$ cat src/verilog/spimsc_defs.svh
`ifndef SPIMSC_DEFS_SVH
`define SPIMSC_DEFS_SVH

// Register byte offsets
`define SPIMSC_OFS_CTL 6'h00
`define SPIMSC_OFS_DIV 6'h04
`define SPIMSC_OFS_SEL 6'h08
`define SPIMSC_OFS_RX0 6'h10
`define SPIMSC_OFS_RX1 6'h14
`define SPIMSC_OFS_TX0 6'h20
`define SPIMSC_OFS_TX1 6'h24
`define SPIMSC_OFS_PAT 6'h34
`define SPIMSC_OFS_DMA 6'h38

// Reset values and control write mask
`define SPIMSC_RST_CTL 32'h0000_0004
`define SPIMSC_RST_DIV 32'h0000_0000
`define SPIMSC_RST_SEL 5'h00
`define SPIMSC_RST_PAT 32'h007f_ff87
`define SPIMSC_CTL_WMASK 32'h10be_fffe

// control_status fields
`define SPIMSC_B_GO 0
`define SPIMSC_B_SMP_FALL 1
`define SPIMSC_B_DRV_FALL 2
`define SPIMSC_F_WBITS 7:3
`define SPIMSC_F_WCNT 9:8
`define SPIMSC_B_LSB 10
`define SPIMSC_B_IDLE 11
`define SPIMSC_F_GAP 15:12
`define SPIMSC_B_DONE 16
`define SPIMSC_B_IEN 17
`define SPIMSC_B_SLAVE 18
`define SPIMSC_B_BGAP 19
`define SPIMSC_B_SWAP 20
`define SPIMSC_B_QUEUE 21
`define SPIMSC_B_VAR 23
`define SPIMSC_B_RXE 24
`define SPIMSC_B_RXF 25
`define SPIMSC_B_TXE 26
`define SPIMSC_B_TXF 27
`define SPIMSC_B_DMASS 28

// select_control fields
`define SPIMSC_F_SLINES 1:0
`define SPIMSC_B_SPOL 2
`define SPIMSC_B_SAUTO 3
`define SPIMSC_B_SLEVEL 4
`define SPIMSC_B_FRAME_OK 5

`endif

$ cat src/verilog/spimsc_pkg.sv
package spimsc_pkg;
  typedef enum logic [2:0] {ST_IDLE, ST_ARM, ST_SHIFT, ST_GAP, ST_STALL} spimsc_state_t;
endpackage

$ cat src/verilog/spimsc_clkgen.sv
`timescale 1ns/1ps
// Half-period tick source; a full serial clock period is (div + 1) * 2 cycles
module spimsc_clkgen #(
  parameter int DIV_W = 16
) (
  input wire logic ref_clk,
  input wire logic reset_n,
  input wire logic run,
  input wire logic [DIV_W-1:0] half_div,
  output logic tick
);
  logic [DIV_W-1:0] cnt_q;
  logic [DIV_W-1:0] cnt_d;

  assign tick = run && (cnt_q >= half_div);
  assign cnt_d = (!run || tick) ? '0 : cnt_q + 1'b1;

  always_ff @(posedge ref_clk or negedge reset_n) begin
    if (!reset_n) begin
      cnt_q <= '0;
    end else begin
      cnt_q <= cnt_d;
    end
  end
endmodule

$ cat src/verilog/spimsc_top.sv
`timescale 1ns/1ps
`include "spimsc_defs.svh"
// Overview of operation
// - Writing one to transfer_go starts a transfer; hardware clears it at the end.
// - Register writes are ignored while a transfer runs, except queued transmit data and the queue bit during a stall.
// - word_bits gives 1 to 31 bits per word; zero means 32.
// - word_count 00 carries one word, 01 carries two.
// - drive_on_fall picks the serial clock edge that changes outgoing data.
// - sample_on_fall picks the serial clock edge that captures incoming data.
// - sclk_idle_level sets the idle level of the serial clock.
// - low_bit_first sends bit 0 first, else the top valid bit.
// - Master inserts word_gap_len plus two clock periods between words.
// - With byte_gap_en and 32-bit words, the same gap also separates the bytes within a word.
// - byte_swap_en reverses byte order of sent and received words.
// - var_clock_en lets the pattern choose between both dividers per half period.
// - Pattern bits from bit 31 down choose primary or alternate divider.
// - Serial clock is peripheral clock over (primary_div + 1) times two.
// - alternate_div gives a second rate by the same formula.
// - done_flag sets at transfer end, interrupts if enabled, clears by writing one.
// - buffer_queue_en adds a queue stage to the transmit path and a valid flag to the receive path.
// - Read-only full and empty flags report both queues.
// - In queue mode, missing transmit data stalls; a new write resumes.
// - dma_auto_select_en holds select active through a DMA transaction.
// - Select lines follow select_lines, or with select_auto pulse per word, per byte with byte_gap_en.
// - select_polarity sets the active level of the select signals.
// - Slave select input is edge-triggered, or level-triggered with select_level_mode.
// - level_frame_ok reads one only when word and bit counts matched.
// - Two-word transfers send transmit_data_0 before transmit_data_1.
module spimsc_top
  import spimsc_pkg::*;
#(
  parameter int DIV_W = 16
) (
  input wire logic ref_clk,
  input wire logic reset_n,
  input wire logic [5:0] reg_addr,
  input wire logic [31:0] reg_wdata,
  input wire logic reg_wr,
  input wire logic reg_rd,
  output logic [31:0] reg_rdata,
  input wire logic sclk_in,
  output logic sclk_out,
  output logic sclk_oe,
  input wire logic data_in,
  output logic data_out,
  output logic data_oe,
  input wire logic select_in,
  output logic [1:0] select_pins,
  output logic select_oe,
  output logic done_irq
);

  ////////////////////////////////////////////////////////////////////////////
  // Helpers

  function automatic logic [4:0] bpos(input logic [5:0] n, input logic lsb, input logic [5:0] k);
    logic [5:0] p;
    p = lsb ? k : n - 6'd1 - k;
    return p[4:0];
  endfunction

  function automatic logic [31:0] bswap(input logic [31:0] w);
    return {w[7:0], w[15:8], w[23:16], w[31:24]};
  endfunction

  ////////////////////////////////////////////////////////////////////////////
  // Registers and fields

  spimsc_state_t st_q;
  spimsc_state_t st_d;
  logic [31:0] cfg_q;
  logic [31:0] div_q;
  logic [31:0] pat_q;
  logic [1:0] dma_q;
  logic [4:0] sel_q;
  logic go_q;
  logic done_q;
  logic frame_ok_q;
  logic [31:0] tx0_q;
  logic [31:0] tx1_q;
  logic [31:0] txq0_q;
  logic [31:0] txq1_q;
  logic txq_v_q;
  logic [31:0] rx0_q;
  logic [31:0] rx1_q;
  logic rxq_v_q;
  logic [31:0] rdata_q;

  logic word_q;
  logic [5:0] bit_q;
  logic [5:0] txi_q;
  logic [5:0] rxi_q;
  logic [4:0] hidx_q;
  logic first_q;
  logic [31:0] shw_q;
  logic [31:0] rxw_q;
  logic dout_q;
  logic sclk_q;
  logic prev_q;
  logic sel_prev_q;
  logic [5:0] gap_q;
  logic gap_new_q;
  logic gap_w_q;
  logic [1:0] sel_out_q;

  wire [4:0] wbits = cfg_q[`SPIMSC_F_WBITS];
  wire [5:0] n_bits = (wbits == 5'h00) ? 6'd32 : {1'b0, wbits};
  wire two_words = cfg_q[8];
  wire drv_fall = cfg_q[`SPIMSC_B_DRV_FALL];
  wire smp_fall = cfg_q[`SPIMSC_B_SMP_FALL];
  wire lsb_first = cfg_q[`SPIMSC_B_LSB];
  wire idle_lvl = cfg_q[`SPIMSC_B_IDLE];
  wire [3:0] gap_len = cfg_q[`SPIMSC_F_GAP];
  wire slave = cfg_q[`SPIMSC_B_SLAVE];
  wire queue_en = cfg_q[`SPIMSC_B_QUEUE];
  wire swap_en = cfg_q[`SPIMSC_B_SWAP];
  wire spol = sel_q[`SPIMSC_B_SPOL];
  wire level_mode = sel_q[`SPIMSC_B_SLEVEL];

  ////////////////////////////////////////////////////////////////////////////
  // Bus decode

  wire wr_ok = reg_wr && !go_q;
  wire wr_ctl = wr_ok && (reg_addr == `SPIMSC_OFS_CTL);
  wire start_req = wr_ctl && reg_wdata[`SPIMSC_B_GO];
  wire done_clr = wr_ctl && reg_wdata[`SPIMSC_B_DONE];
  wire wr_tx0 = reg_wr && (reg_addr == `SPIMSC_OFS_TX0);
  wire wr_tx1 = reg_wr && (reg_addr == `SPIMSC_OFS_TX1);
  // Queue takes transmit data even while busy, one of two exceptions to the write lock
  wire q_wr = go_q && queue_en && (wr_tx0 || wr_tx1);
  wire rx_pop = reg_rd && (reg_addr == `SPIMSC_OFS_RX0);

  ////////////////////////////////////////////////////////////////////////////
  // Serial clock and edge events

  logic tick;
  wire [DIV_W-1:0] half_div = (cfg_q[`SPIMSC_B_VAR] && st_q == ST_SHIFT && pat_q[~hidx_q])
                              ? div_q[31:16] : div_q[DIV_W-1:0];

  spimsc_clkgen #(.DIV_W(DIV_W)) u_clkgen (
    .ref_clk(ref_clk),
    .reset_n(reset_n),
    .run(!slave && (st_q == ST_SHIFT || st_q == ST_GAP)),
    .half_div(half_div),
    .tick(tick)
  );

  // Slave edges need the external clock well below ours; no filtering is done
  wire in_shift = (st_q == ST_SHIFT);
  wire edge_ev = in_shift && (slave ? (sclk_in != prev_q) : tick);
  wire new_lvl = slave ? sclk_in : !sclk_q;
  wire trail = edge_ev && (new_lvl == idle_lvl);
  wire drv_ev = edge_ev && (new_lvl != drv_fall);
  wire smp_ev = edge_ev && (new_lvl != smp_fall);
  wire word_end = trail && (bit_q + 6'd1 == n_bits);
  wire last_word = (word_q == two_words);
  wire fin = word_end && last_word;
  wire byte_pause = !slave && trail && cfg_q[`SPIMSC_B_BGAP] && wbits == 5'h00
                    && bit_q[2:0] == 3'd7 && !word_end;
  wire sel_act = (select_in == spol);
  wire sel_start = level_mode ? sel_act : (sel_act && !sel_prev_q);
  wire abort = slave && level_mode && in_shift && !sel_act;
  wire [5:0] gap_last = {1'b0, gap_len, 1'b0} + 6'd2;
  wire q_load = queue_en && txq_v_q && (st_q == ST_STALL || (in_shift && (fin || abort)));

  ////////////////////////////////////////////////////////////////////////////
  // Sequencer

  logic do_load;
  logic load_w;
  logic go_clr;

  always_comb begin
    st_d = st_q;
    do_load = 1'b0;
    load_w = 1'b0;
    go_clr = 1'b0;
    case (st_q)
      ST_IDLE: begin
        // Arm first so the load sees the configuration written with the go bit
        if (start_req) begin
          st_d = ST_ARM;
        end
      end
      ST_ARM: begin
        if (!slave || sel_start) begin
          st_d = ST_SHIFT;
          do_load = 1'b1;
        end
      end
      ST_SHIFT: begin
        if (fin || abort) begin
          if (!queue_en) begin
            st_d = ST_IDLE;
            go_clr = 1'b1;
          end else if (txq_v_q) begin
            st_d = slave ? ST_ARM : ST_GAP;
          end else begin
            st_d = ST_STALL;
          end
        end else if (word_end) begin
          st_d = slave ? ST_SHIFT : ST_GAP;
          do_load = slave;
          load_w = 1'b1;
        end else if (byte_pause) begin
          st_d = ST_GAP;
        end
      end
      ST_GAP: begin
        if (tick && gap_q == gap_last) begin
          st_d = ST_SHIFT;
          do_load = gap_new_q;
          load_w = gap_w_q;
        end
      end
      ST_STALL: begin
        if (txq_v_q) begin
          st_d = slave ? ST_ARM : ST_GAP;
        end else if (!queue_en) begin
          st_d = ST_IDLE;
          go_clr = 1'b1;
        end
      end
      default: st_d = ST_IDLE;
    endcase
  end

  wire [31:0] ld_raw = load_w ? tx1_q : tx0_q;
  wire [31:0] ld_word = swap_en ? bswap(ld_raw) : ld_raw;
  wire [5:0] txi_nx = txi_q + 6'd1;

  logic [31:0] rxw_nx;
  always_comb begin
    rxw_nx = rxw_q;
    if (smp_ev) begin
      rxw_nx[bpos(n_bits, lsb_first, rxi_q)] = data_in;
    end
  end
  wire [31:0] rx_store = swap_en ? bswap(rxw_nx) : rxw_nx;

  always_ff @(posedge ref_clk or negedge reset_n) begin
    if (!reset_n) begin
      st_q <= ST_IDLE;
      go_q <= 1'b0;
      done_q <= 1'b0;
    end else begin
      st_q <= st_d;
      go_q <= (go_q && !go_clr) || start_req;
      done_q <= (done_q && !done_clr) || (in_shift && (fin || abort));
    end
  end

  ////////////////////////////////////////////////////////////////////////////
  // Shift datapath

  always_ff @(posedge ref_clk or negedge reset_n) begin
    if (!reset_n) begin
      word_q <= 1'b0;
      bit_q <= 6'd0;
      txi_q <= 6'd0;
      rxi_q <= 6'd0;
      hidx_q <= 5'd0;
      first_q <= 1'b1;
      shw_q <= 32'h0000_0000;
      rxw_q <= 32'h0000_0000;
      dout_q <= 1'b0;
      sclk_q <= 1'b0;
      prev_q <= 1'b0;
    end else if (do_load) begin
      word_q <= load_w;
      bit_q <= 6'd0;
      txi_q <= 6'd0;
      rxi_q <= 6'd0;
      hidx_q <= 5'd0;
      first_q <= 1'b1;
      shw_q <= ld_word;
      rxw_q <= 32'h0000_0000;
      dout_q <= ld_word[bpos(n_bits, lsb_first, 6'd0)];
      sclk_q <= idle_lvl;
      prev_q <= sclk_in;
    end else if (edge_ev) begin
      prev_q <= sclk_in;
      sclk_q <= new_lvl;
      hidx_q <= hidx_q + 5'd1;
      first_q <= 1'b0;
      rxw_q <= rxw_nx;
      if (trail) begin
        bit_q <= bit_q + 6'd1;
      end
      // The very first edge never advances data: bit 0 is already on the line
      if (drv_ev && !first_q) begin
        txi_q <= txi_nx;
        dout_q <= shw_q[bpos(n_bits, lsb_first, txi_nx)];
      end
      if (smp_ev) begin
        rxi_q <= rxi_q + 6'd1;
      end
    end else begin
      prev_q <= sclk_in;
    end
  end

  always_ff @(posedge ref_clk or negedge reset_n) begin
    if (!reset_n) begin
      gap_q <= 6'd0;
      gap_new_q <= 1'b0;
      gap_w_q <= 1'b0;
    end else if (st_q != ST_GAP) begin
      gap_q <= 6'd0;
      gap_new_q <= !byte_pause || !in_shift;
      gap_w_q <= in_shift && word_end && !last_word;
    end else if (tick) begin
      gap_q <= gap_q + 6'd1;
    end
  end

  always_ff @(posedge ref_clk or negedge reset_n) begin
    if (!reset_n) begin
      rx0_q <= 32'h0000_0000;
      rx1_q <= 32'h0000_0000;
      frame_ok_q <= 1'b0;
    end else begin
      if (in_shift && word_end && !word_q) begin
        rx0_q <= rx_store;
      end
      if (in_shift && word_end && word_q) begin
        rx1_q <= rx_store;
      end
      if (in_shift && level_mode && slave && (fin || abort)) begin
        frame_ok_q <= fin;
      end
    end
  end

  ////////////////////////////////////////////////////////////////////////////
  // Register file

  always_ff @(posedge ref_clk or negedge reset_n) begin
    if (!reset_n) begin
      cfg_q <= `SPIMSC_RST_CTL;
      div_q <= `SPIMSC_RST_DIV;
      pat_q <= `SPIMSC_RST_PAT;
      sel_q <= `SPIMSC_RST_SEL;
      dma_q <= 2'b00;
    end else if (wr_ctl) begin
      cfg_q <= reg_wdata & `SPIMSC_CTL_WMASK;
    end else if (wr_ok && reg_addr == `SPIMSC_OFS_DIV) begin
      div_q <= reg_wdata;
    end else if (wr_ok && reg_addr == `SPIMSC_OFS_SEL) begin
      sel_q <= reg_wdata[4:0];
    end else if (wr_ok && reg_addr == `SPIMSC_OFS_PAT) begin
      pat_q <= reg_wdata;
    end else if (wr_ok && reg_addr == `SPIMSC_OFS_DMA) begin
      dma_q <= reg_wdata[1:0];
    end else if (reg_wr && st_q == ST_STALL && reg_addr == `SPIMSC_OFS_CTL) begin
      // Only way to end a stalled queue run
      cfg_q[`SPIMSC_B_QUEUE] <= reg_wdata[`SPIMSC_B_QUEUE];
    end
  end

  always_ff @(posedge ref_clk or negedge reset_n) begin
    if (!reset_n) begin
      tx0_q <= 32'h0000_0000;
      tx1_q <= 32'h0000_0000;
      txq0_q <= 32'h0000_0000;
      txq1_q <= 32'h0000_0000;
      txq_v_q <= 1'b0;
      rxq_v_q <= 1'b0;
    end else begin
      if (q_load) begin
        tx0_q <= txq0_q;
        tx1_q <= txq1_q;
      end else if (!go_q && wr_tx0) begin
        tx0_q <= reg_wdata;
      end else if (!go_q && wr_tx1) begin
        tx1_q <= reg_wdata;
      end
      if (q_wr && wr_tx0) begin
        txq0_q <= reg_wdata;
      end
      if (q_wr && wr_tx1) begin
        txq1_q <= reg_wdata;
      end
      txq_v_q <= (txq_v_q && !q_load) || q_wr;
      rxq_v_q <= (rxq_v_q && !rx_pop) || (queue_en && in_shift && (fin || abort));
    end
  end

  wire [31:0] ctl_rd = (cfg_q & `SPIMSC_CTL_WMASK)
                       | {3'b000, 1'b0, queue_en && txq_v_q, !txq_v_q, rxq_v_q, !rxq_v_q, 8'h00, 16'h0000}
                       | {15'h0000, done_q, 15'h0000, go_q};

  logic [31:0] rd_val;
  always_comb begin
    if (reg_addr == `SPIMSC_OFS_CTL) begin
      rd_val = ctl_rd;
    end else if (reg_addr == `SPIMSC_OFS_DIV) begin
      rd_val = div_q;
    end else if (reg_addr == `SPIMSC_OFS_SEL) begin
      rd_val = {26'h000_0000, frame_ok_q, sel_q};
    end else if (reg_addr == `SPIMSC_OFS_RX0) begin
      rd_val = rx0_q;
    end else if (reg_addr == `SPIMSC_OFS_RX1) begin
      rd_val = rx1_q;
    end else if (reg_addr == `SPIMSC_OFS_PAT) begin
      rd_val = pat_q;
    end else if (reg_addr == `SPIMSC_OFS_DMA) begin
      rd_val = {30'h0000_0000, dma_q};
    end else begin
      rd_val = 32'h0000_0000;
    end
  end

  ////////////////////////////////////////////////////////////////////////////
  // Pins

  wire auto_sel = sel_q[`SPIMSC_B_SAUTO];
  wire dma_hold = cfg_q[`SPIMSC_B_DMASS] && (dma_q != 2'b00);
  // Automatic select drops in every gap, byte gaps included, unless dma_hold keeps it active
  wire sel_on = !auto_sel || in_shift || dma_hold;
  wire [1:0] sel_act_v = sel_q[`SPIMSC_F_SLINES] & {2{sel_on}};

  always_ff @(posedge ref_clk or negedge reset_n) begin
    if (!reset_n) begin
      sel_out_q <= 2'b11;
      sel_prev_q <= 1'b0;
      rdata_q <= 32'h0000_0000;
    end else begin
      sel_out_q <= spol ? sel_act_v : ~sel_act_v;
      sel_prev_q <= sel_act;
      rdata_q <= reg_rd ? rd_val : 32'h0000_0000;
    end
  end

  assign reg_rdata = rdata_q;
  assign sclk_out = (in_shift || st_q == ST_GAP) ? sclk_q : idle_lvl;
  assign sclk_oe = !slave;
  assign data_out = dout_q;
  assign data_oe = !slave || (go_q && sel_act);
  assign select_pins = sel_out_q;
  assign select_oe = !slave;
  assign done_irq = done_q && cfg_q[`SPIMSC_B_IEN];

endmodule
$ cat config.mk
export PLATFORM = sky130hd
export DESIGN_NAME = spimsc_top
export DESIGN_NICKNAME = d
export VERILOG_FILES = /design/src/verilog/spimsc_pkg.sv /design/src/verilog/spimsc_clkgen.sv /design/src/verilog/spimsc_top.sv
export VERILOG_INCLUDE_DIRS = /design/src /design/src/verilog
export SDC_FILE = /design/constraint.sdc
export NUM_CORES = 1
export LEC_CHECK = 0
export BUFFER_PORTS_ARGS = -buffer_cell sky130_fd_sc_hd__buf_2
export CAP_MARGIN = 20
export CORE_MARGIN = 4
export CORE_UTILIZATION = 41
export DETAILED_ROUTE_END_ITERATION = 6
export SYNTH_ARGS = -nofsm -noshare
export SYNTH_HDL_FRONTEND = slang
export SYNTH_SLANG_ARGS = --single-unit
export TNS_END_PERCENT = 100
$ cat constraint.sdc
create_clock -name ref_clk -period 12.09 [get_ports ref_clk]
set_clock_uncertainty 0.05 [all_clocks]
set_input_delay 2.418 -clock ref_clk [delete_from_list [all_inputs] [get_ports ref_clk]]
set_output_delay 2.418 -clock ref_clk [all_outputs]
set_load 0.005 [all_outputs]
==> results of run 1 <==
[power by group through the flow]
stage	registers (mW)	logic [mW]	clock network (mW)
5_1_grt	1.92	1.19	1.64
4_1_cts	1.89	1.07	1.58
3_5_place_dp	1.92	1.07	0
6_report	1.90	1.09	1.55
3_3_place_gp	1.91	1.04	0
2_1_floorplan	1.81	0.784	0
[stage by stage]
stage	power, mW	utilization [%]	hold slack, ps	setup WS (ps)
global route	4.750	46.78	441.1	4702
detailed placement	2.984	43.58	411.6	5125
floorplan	2.591	-	394.4	5991
global placement	2.948	43.47	401.8	5311
CTS	4.542	46.69	421.1	5118
finish	4.532	46.79	417.2	5114
[flip-flops by register name (all words and copies together) (netlist names), 3 cells and up]
name and count:
txq0_q 32, cfg_q 22, bit_q 6, tx0_q 32, pat_q 32, rx1_q 32, hidx_q 5, rxi_q 5
u_clkgen.cnt_q 16, st_q 3, div_q 32, rxw_q 32, rx0_q 32, shw_q 32, txi_q 5, txq1_q 32
gap_q 6, sel_q 5, reg_rdata 32, tx1_q 32
[kinds of logic (layout without fill, tap and decap cells)]
group,count (synthesis),count (layout),synth area share [%]
fa+ha+maj,35,35,2.038
buf+inv,144,233,2.635
mux,481,481,25.28
compound gates,286,286,8.333
flops,442,442,49.90
simple gates,439,439,9.076
xor+xnor,68,68,2.742
other cells,0,2,0
[layout make-up]
cell class | instances | area (µm²) | area share (%)
multi-input combinational | 1309 | 10630 | 42.29
sequential | 442 | 11090 | 44.14
clock inverter | 15 | 210.2 | 0.8364
antenna | 2 | 5.005 | 0.01992
timing repair buffer | 119 | 758.2 | 3.017
inverter | 28 | 105.1 | 0.4182
tap | 696 | 870.8 | 3.465
clock buffer | 71 | 1459 | 5.805
[placed cells by master, fill, tap and decap left out, types with 22 or more instances in the layout]
master and n:
nor3_1 35, ha_1 33, clkbuf_16 49, nand2_1 153
dfstp_2 23, xor2_1 33, xnor2_1 34, a22oi_1 57
dfrtp_1 418, inv_1 26, nand3_1 26, o21ai_0 89
mux2i_1 183, mux4_2 37, buf_4 30, nor2_1 125
mux2_2 259, buf_2 84, a21oi_1 43, a31oi_1 22
[critical path, stage by stage, from the launching register on]
cell and delay (ps):
dfrtp_1 700, mux4_2 580, mux4_2 490, mux2_2 290, nand3_1 760, mux2_2 420, ha_1 270, and3_1 140
o21ai_0 230, a311oi_1 160, or3_1 510, a32oi_4 220, buf_4 490, mux2i_1 400, mux2i_1 160, or4_1 530
a41oi_1 260, a2bb2oi_1 120
[routing by layer]
layer / global-route usage, % / routed length, µm / vias up
li1: - / - / 6981
met1: 33.29 / 30060 / 8172
met2: 35.43 / 29840 / 528
met3: 3.988 / 4187 / 96
met4: 7.077 / 2011 / 2
met5: 0 / 13 / -
[worst paths after layout]
check	end	slack (ps)
min reg2reg	tx0_q[9]$_DFFE_PN0P_	420
max in group asynchronous	cfg_q[20]$_DFFE_PN0P_	7710
min	tx0_q[9]$_DFFE_PN0P_	420
min in group asynchronous	rx1_q[12]$_DFFE_PN0P_	1840
max reg2reg	data_out$_DFFE_PN0P_	5110
max	data_out$_DFFE_PN0P_	5110
==> results.json, run 1 <==
{
  "yosysUniqueCellTypes": 73,
  "ys_seq_elements": 442,
  "antenna_found_initial": 3,
  "place_area_mm2": 0.02341,
  "post-route-cell-area_mm2": 0.02513,
  "grt_pass1_vias": 15780,
  "area_delta_synth_final_pct": 13.08,
  "first_iter_violations": 1590,
  "status": "complete, no violations",
  "die_w_um": 240.8,
  "slew_headroom_pct": 21.07,
  "viasPerCell": 5.883,
  "fin_tns_setup_ps": 0,
  "portBuffers": 84,
  "peakVddDrop_mv": 0.1029,
  "async_flop_share_pct": 100.0,
  "p_clk_share_pct": 34.1,
  "cts_tree": "yes",
  "initial_core_util_pct": 41.38,
  "path_class": "reg2reg",
  "syn_area_mm2": 0.02222,
  "synth_top_area_share_pct": 47.18,
  "switching_share_pct": 32.34,
  "min_from": "txq0_q[9]$_DFFE_PN0P_",
  "fin_nets": 2029,
  "synth.avg_cell_area_um2": 11.73,
  "drtPass1Iterations": 6,
  "ctsResizeCount": 0,
  "num_io_pins": 85,
  "die_area_mm2": 0.05799,
  "yosysWarnings": 0,
  "end_kind": "flip-flop",
  "clock-sinks": 442,
  "dp_hpwl_mm": 45.47,
  "netlist_instances": 1895,
  "route.vias.total": 15780,
  "grt_max_degree": 130,
  "drc": 0,
  "internal_power_mw": 3.066,
  "cts_setup_buffers": 0,
  "post-route-period-util_pct": 57.70,
  "yosysTopAreaCell": "dfrtp_1",
  "drive_gt1_share_pct": 27.72,
  "synth_most_common_cell": "dfrtp_1",
  "r2r-start": "hidx_q[0]$_DFFE_PN0P_",
  "track_usage_pct": 22.91,
  "maxCapViolCount": 0,
  "syn_nets": 1975,
  "critPathLaunchType": "flip-flop",
  "seq_power_share_pct": 41.9,
  "worst_pin_slew_ps": 1178,
  "synth_edf_count": 0,
  "timing.fmax_ghz": 0.1434,
  "htree_levels": 2,
  "clockRootBuffer": "clkbuf_16",
  "cts-hold-fix-buffers": 0,
  "synth_seq_area_share_pct": 49.90,
  "synth_flop_cell": "dfrtp_1",
  "grt_first_pass_wirelength_mm": 101.1,
  "min_path_cells": 2,
  "worstHoldPathType": "reg2reg",
  "p_comb_share_pct": 24.0,
  "routed_wirelength_mm": 66.12,
  "cp.required_ps": 12500,
  "hold_viol": 0,
  "path_clk_slew_ps": 60,
  "power.leakage_nw": 11.94,
  "gp_congestion": 0.9184,
  "placementRows": 85,
  "finalNonFillerCells": 2682,
  "critPathArrivalTime_ps": 7390,
  "nFillCells": 4835,
  "ff2ff_path_depth": 17,
  "path_max_fanout": 30,
  "fin_crit_ps": 6976,
  "dp.cells": 2591,
  "synth.area.top_cells": "dfrtp_1 (47%), mux2_2 (13%), mux2i_1 (8.3%), mux4_2 (3.7%), dfstp_2 (2.7%)",
  "finalSetupViolCount": 0,
  "ant_nets": 0,
  "crit_start": "hidx_q[0]$_DFFE_PN0P_",
  "synth_common_cells": "dfrtp_1 (419), mux2_2 (259), mux2i_1 (184)",
  "netSwitchingPower_mw": 1.466,
  "clkLatencyLatePin_ps": 600,
  "ctsLongestPathBuffers": 3,
  "powerDensity_mw_per_mm2": 180.3,
  "wl_per_cell_um": 24.65,
  "core_mm2": 0.05371,
  "rsz0062_at_grt": "false",
  "overflow": 0,
  "drv_slew": 0,
  "dieHeight_um": 240.8,
  "cts_buffers": 49
}
(Power assumes the default switching activity.)
==> run 2: changes to the inputs <==
==> constraint.sdc (replaced) <==
create_clock -name ref_clk -period 5.86 [get_ports ref_clk]
set_clock_uncertainty 0.05 [all_clocks]
set_input_delay 1.172 -clock ref_clk [delete_from_list [all_inputs] [get_ports ref_clk]]
set_output_delay 1.172 -clock ref_clk [all_outputs]
set_load 0.005 [all_outputs]
==> results.json, run 2 (synthesized netlist as in run 1, its figures left out) <==
{
  "slew_headroom_pct": 18.09,
  "grt_max_degree": 133,
  "cp.required_ps": 6290,
  "grt_pass1_vias": 16160,
  "placementRows": 85,
  "die_w_um": 240.8,
  "critPathArrivalTime_ps": 6100,
  "hold_viol": 0,
  "grt_first_pass_wirelength_mm": 102.4,
  "clock-sinks": 442,
  "fin_tns_setup_ps": 0,
  "layout_setup_ws_ps": 185.3,
  "drv_slew": 0,
  "path_class": "reg2reg",
  "post-place-ws_ps": -58.54,
  "layout_commonest_cell": "dfrtp_1",
  "dieHeight_um": 240.8,
  "worstHoldPathType": "reg2reg",
  "critPathLaunchType": "flip-flop",
  "dp_hpwl_mm": 47.03,
  "htree_levels": 2,
  "gp_congestion": 0.8842,
  "cts-hold-fix-buffers": 0,
  "fin_crit_ps": 5675,
  "clockRootBuffer": "clkbuf_16",
  "final_cell_mix": "dfrtp_1 (418), mux2_2 (259), mux2i_1 (179), nand2_1 (153), nor2_1 (125)",
  "area_delta_synth_final_pct": 15.03,
  "drtPass1Iterations": 5,
  "ctsLongestPathBuffers": 3,
  "crit_chain": "buf_12, mux4_2, mux4_2, mux2_2, nand3_4, buf_12, mux2i_2, ha_1, and3_1, and3_1, a211o_1, or3_4, a32oi_4, buf_12, buf_4, mux4_2, nor2b_1, o32a_1, a32o_1, a2bb2oi_1",
  "drc": 0,
  "ant_nets": 0,
  "finalSetupViolCount": 0,
  "maxCapViolCount": 0,
  "track_usage_pct": 23.28,
  "end_kind": "flip-flop",
  "path_max_fanout": 11,
  "max_stage_delay_ps": 520,
  "slowest_stage": "mux4_2",
  "initial_core_util_pct": 41.38,
  "route.vias.total": 15920,
  "cts_tree": "yes",
  "wl_per_cell_um": 24.72,
  "routed_wirelength_mm": 67.27,
  "status": "complete, no violations",
  "post-route-period-util_pct": 96.84,
  "clkLatencyLatePin_ps": 600,
  "num_io_pins": 85,
  "overflow": 0,
  "dp.cells": 2616,
  "powerDensity_mw_per_mm2": 369.1,
  "viasPerCell": 5.850,
  "finalNonFillerCells": 2721,
  "die_area_mm2": 0.05799,
  "fin_nets": 2063,
  "worst_pin_slew_ps": 1217,
  "peakVddDrop_mv": 0.2484,
  "portBuffers": 84,
  "cts_buffers": 49,
  "timing.fmax_ghz": 0.1762,
  "first_iter_violations": 1384,
  "power.leakage_nw": 12.15,
  "path_clk_slew_ps": 60,
  "core_mm2": 0.05371,
  "drive_gt1_share_pct": 29.61,
  "antenna_found_initial": 3
}
==> run 2: what timing repair did <==
item | CTS | global route
pin swaps | 0 | 4
resized for setup | 1 | 14
gates cloned | 0 | 2
setup endpoints to repair | 19 | 130
endpoints found under the hold margin | 0 | 0
buffers inserted | 0 | 9
==> run 2: worst max-delay path, delay by kind of cell (launching register included) <==
kind                     cells  cell delay [ps]
flip-flops                   1              370
multiplexers                 5             2050
adder cells (fa/ha/maj)      1              270
AO/OA/AOI/OAI                5             1130
AND/OR/NAND/NOR              5             1100
buffers and inverters        4              600
==> run 2: final timing paths <==
check                                        from                      end  slack [ps]  cells past startpoint
setup reg to reg            hidx_q[0]$_DFFE_PN0P_     data_out$_DFFE_PN0P_         190                     20
max in group asynchronous                 reset_n   reg_rdata[2]$_DFF_PN0_        3930                      2
setup / recovery            hidx_q[0]$_DFFE_PN0P_     data_out$_DFFE_PN0P_         190                     20
hold / removal             txq1_q[24]$_DFFE_PN0P_    tx1_q[24]$_DFFE_PN0P_         420                      2
hold reg to reg            txq1_q[24]$_DFFE_PN0P_    tx1_q[24]$_DFFE_PN0P_         420                      2
min in group asynchronous                 reset_n  reg_rdata[14]$_DFF_PN0_         560                      1
==> run 2: layout make-up <==
type	count	area, µm²
fill	4746	28140
sequential	442	11090
multi-input combinational	1309	10700
clock buffer	78	1578
timing repair buffer	153	1120
tap	696	870.8
inverter	28	105.1
clock inverter	13	96.34
antenna	2	5.005
==> run 2: layer usage <==
| metal | track usage, % | vias up | routed length (µm) |
|---|---|---|---|
| met5 | 0 | - | 29 |
| met4 | 8.416 | 4 | 2714 |
| met3 | 5.359 | 124 | 4495 |
| met2 | 34.52 | 521 | 29310 |
| met1 | 33.73 | 8205 | 30730 |
| li1 | - | 7063 | - |
==> run 2: power by group <==
group | leakage [nW] | switching [mW] | internal (mW)
sequential | 5.93 | 0.431 | 3.47
clock | 0.838 | 1.29 | 1.88
combinational | 5.38 | 1.33 | 1.03
total | 12.2 | 3.05 | 6.39
==> run 2: per-stage QoR <==
stage          utilization, %  cell area, µm²  power (mW)  hold WS [ps]
6_report                47.60           25560       9.436         416.5
5_1_grt                 47.59           25560       9.892         449.8
4_1_cts                 47.20           25350       9.429         423.9
3_5_place_dp            44.07           23670       6.247         412.0
3_3_place_gp            44.07           23670       6.166         401.3
2_1_floorplan               -           22230       5.347         394.4
==> run 3: changes to the inputs <==
--- a/config.mk
+++ b/config.mk
@@ -11,6 +11,7 @@
 export CORE_MARGIN = 4
 export CORE_UTILIZATION = 41
 export DETAILED_ROUTE_END_ITERATION = 6
+export RECOVER_POWER = 25
 export SYNTH_ARGS = -nofsm -noshare
 export SYNTH_HDL_FRONTEND = slang
 export SYNTH_SLANG_ARGS = --single-unit
==> results.json, run 3 (synthesized netlist as in run 1, its figures left out) <==
{
  "num_io_pins": 85,
  "ctsLongestPathBuffers": 3,
  "post-route-cell-area_mm2": 0.02554,
  "placementRows": 85,
  "critPathArrivalTime_ps": 6090,
  "area_delta_synth_final_pct": 14.91,
  "multiInputGateArea_mm2": 0.01070,
  "clockRootBuffer": "clkbuf_16",
  "met1_length_mm": 30.42,
  "cts_buffers": 49,
  "max_stage_delay_ps": 540,
  "antenna_found_initial": 3,
  "die_w_um": 240.8,
  "timing.fmax_ghz": 0.1764,
  "final_cell_mix": "dfrtp_1 (418), mux2_2 (259), mux2i_1 (179), nand2_1 (153), nor2_1 (125)",
  "crit_top_cell": "mux2_2",
  "end_kind": "flip-flop",
  "power.leakage_nw": 12.14,
  "dieHeight_um": 240.8,
  "layout_commonest_cell": "dfrtp_1",
  "die_area_mm2": 0.05799,
  "top_layer": "met5",
  "track_usage_pct": 23.28,
  "maxCapViolCount": 2,
  "crit_chain": "buf_12, mux4_2, mux4_2, mux2_2, nand3_4, clkbuf_16, mux2_2, ha_1, and3_1, o21ai_1, a311oi_1, or3_4, o2111ai_2, buf_6, or3b_2, nor2_1, mux2i_2, mux2i_1, mux2_2",
  "route.vias.total": 16020,
  "slew_headroom_pct": -78.23,
  "dp_hpwl_mm": 47.03,
  "htree_levels": 2,
  "seq_area_mm2": 0.01109,
  "gp_congestion": 0.8842,
  "fin_nets": 2063,
  "grt_max_degree": 133,
  "critPathLaunchType": "flip-flop",
  "wl_per_cell_um": 24.73,
  "worstHoldPathType": "reg2reg",
  "routed_wirelength_mm": 67.29,
  "grt_pass1_vias": 16160,
  "drc": 0,
  "powerDensity_mw_per_mm2": 369.4,
  "path_max_fanout": 11,
  "finalSetupViolCount": 0,
  "cp.required_ps": 6290,
  "drtPass1Iterations": 5,
  "fin_crit_ps": 5669,
  "core_mm2": 0.05371,
  "viasPerCell": 5.887,
  "drv_slew": 209,
  "status": "complete, but fails checks",
  "slowest_stage": "or3b_2",
  "initial_core_util_pct": 41.38,
  "nFillCells": 4748,
  "first_iter_violations": 1482,
  "grt_first_pass_wirelength_mm": 102.4,
  "clock-sinks": 442,
  "met2_length_mm": 29.33,
  "ant_nets": 0,
  "drive_gt1_share_pct": 29.56,
  "whs_ps": 416.4,
  "path_clk_slew_ps": 60,
  "clkLatencyLatePin_ps": 600,
  "overflow": 0,
  "violations": "capacitance limit, slew limit",
  "portBuffers": 84,
  "cts_tree": "yes",
  "min_path_cells": 2,
  "peakVddDrop_mv": 0.2483,
  "place_area_mm2": 0.02367,
  "post-route-period-util_pct": 96.74,
  "hold_viol": 0,
  "wl_met3_mm": 4.853,
  "ff2ff_path_depth": 19,
  "worst_pin_slew_ps": 2673,
  "p_total_mw": 9.433,
  "path_class": "reg2reg"
}
-- run 3: changes by cell type in the layout (fill, tap and decap cells not counted), sizes merged --
cell	change
clkbuf	+2
buf	-2
-- run 3: stage by stage --
step | util (%) | cells | TNS (ps) | setup WS (ps)
floorplan | - | 1895 | 0 | 0.8913
global placement | 44.07 | 2616 | -74.43 | -20.42
detailed placement | 44.07 | 2616 | -506.5 | -58.54
CTS | 47.20 | 2707 | 0 | 35.94
global route | 47.54 | 2720 | -9.412 | -9.412
finish | 47.55 | 2721 | 0 | 190.9
-- run 3: cell type report --
cell class	count	area share [%]
clock inverter	13	0.3773
timing repair buffer	153	4.282
multi-input combinational	1309	41.88
clock buffer	78	6.178
antenna	2	0.01960
inverter	28	0.4116
tap	696	3.410
sequential	442	43.44
-- run 3: path summary, 6_finish.rpt --
path / to / from / slack (ps)
worst min-delay path: tx1_q[24]$_DFFE_PN0P_ / txq1_q[24]$_DFFE_PN0P_ / 420
worst max register to register: rx0_q[16]$_DFFE_PN0P_ / hidx_q[0]$_DFFE_PN0P_ / 190
worst min register to register: tx1_q[24]$_DFFE_PN0P_ / txq1_q[24]$_DFFE_PN0P_ / 420
worst max-delay path: rx0_q[16]$_DFFE_PN0P_ / hidx_q[0]$_DFFE_PN0P_ / 190
max in group asynchronous: txq1_q[27]$_DFFE_PN0P_ / reset_n / 820
min in group asynchronous: reg_rdata[14]$_DFF_PN0_ / reset_n / 1340
-- run 3: report_power, final --
part	switching (mW)	internal [mW]
sequential	0.430	3.47
combinational	1.33	1.03
clock	1.29	1.88
total	3.05	6.38
-- run 3: layer usage --
layer / global-route usage (%) / vias up
met5: 0 / -
met3: 5.359 / 123
li1: - / 7070
met1: 33.73 / 8243
met4: 8.416 / 4
met2: 34.52 / 579
-- run 3: worst max-delay path, delay by kind of cell (launching register included) --
| kind | cells | cell delay [ps] |
|---|---|---|
| DFF | 1 | 370 |
| and+or+nand+nor | 5 | 1240 |
| buffers and inverters | 3 | 560 |
| AOI/OAI and AO/OA | 3 | 600 |
| muxes | 7 | 2450 |
| adders and majority gates | 1 | 260 |
-- run 3: timing repair --
| item | in CTS | in global routing |
|---|---|---|
| gates cloned | 0 | 2 |
| buffers inserted | 0 | 9 |
| hold buffers | 0 | 0 |
| pin swaps | 0 | 4 |
| resized for setup | 1 | 14 |
| endpoints found under the setup margin | 19 | 130 |
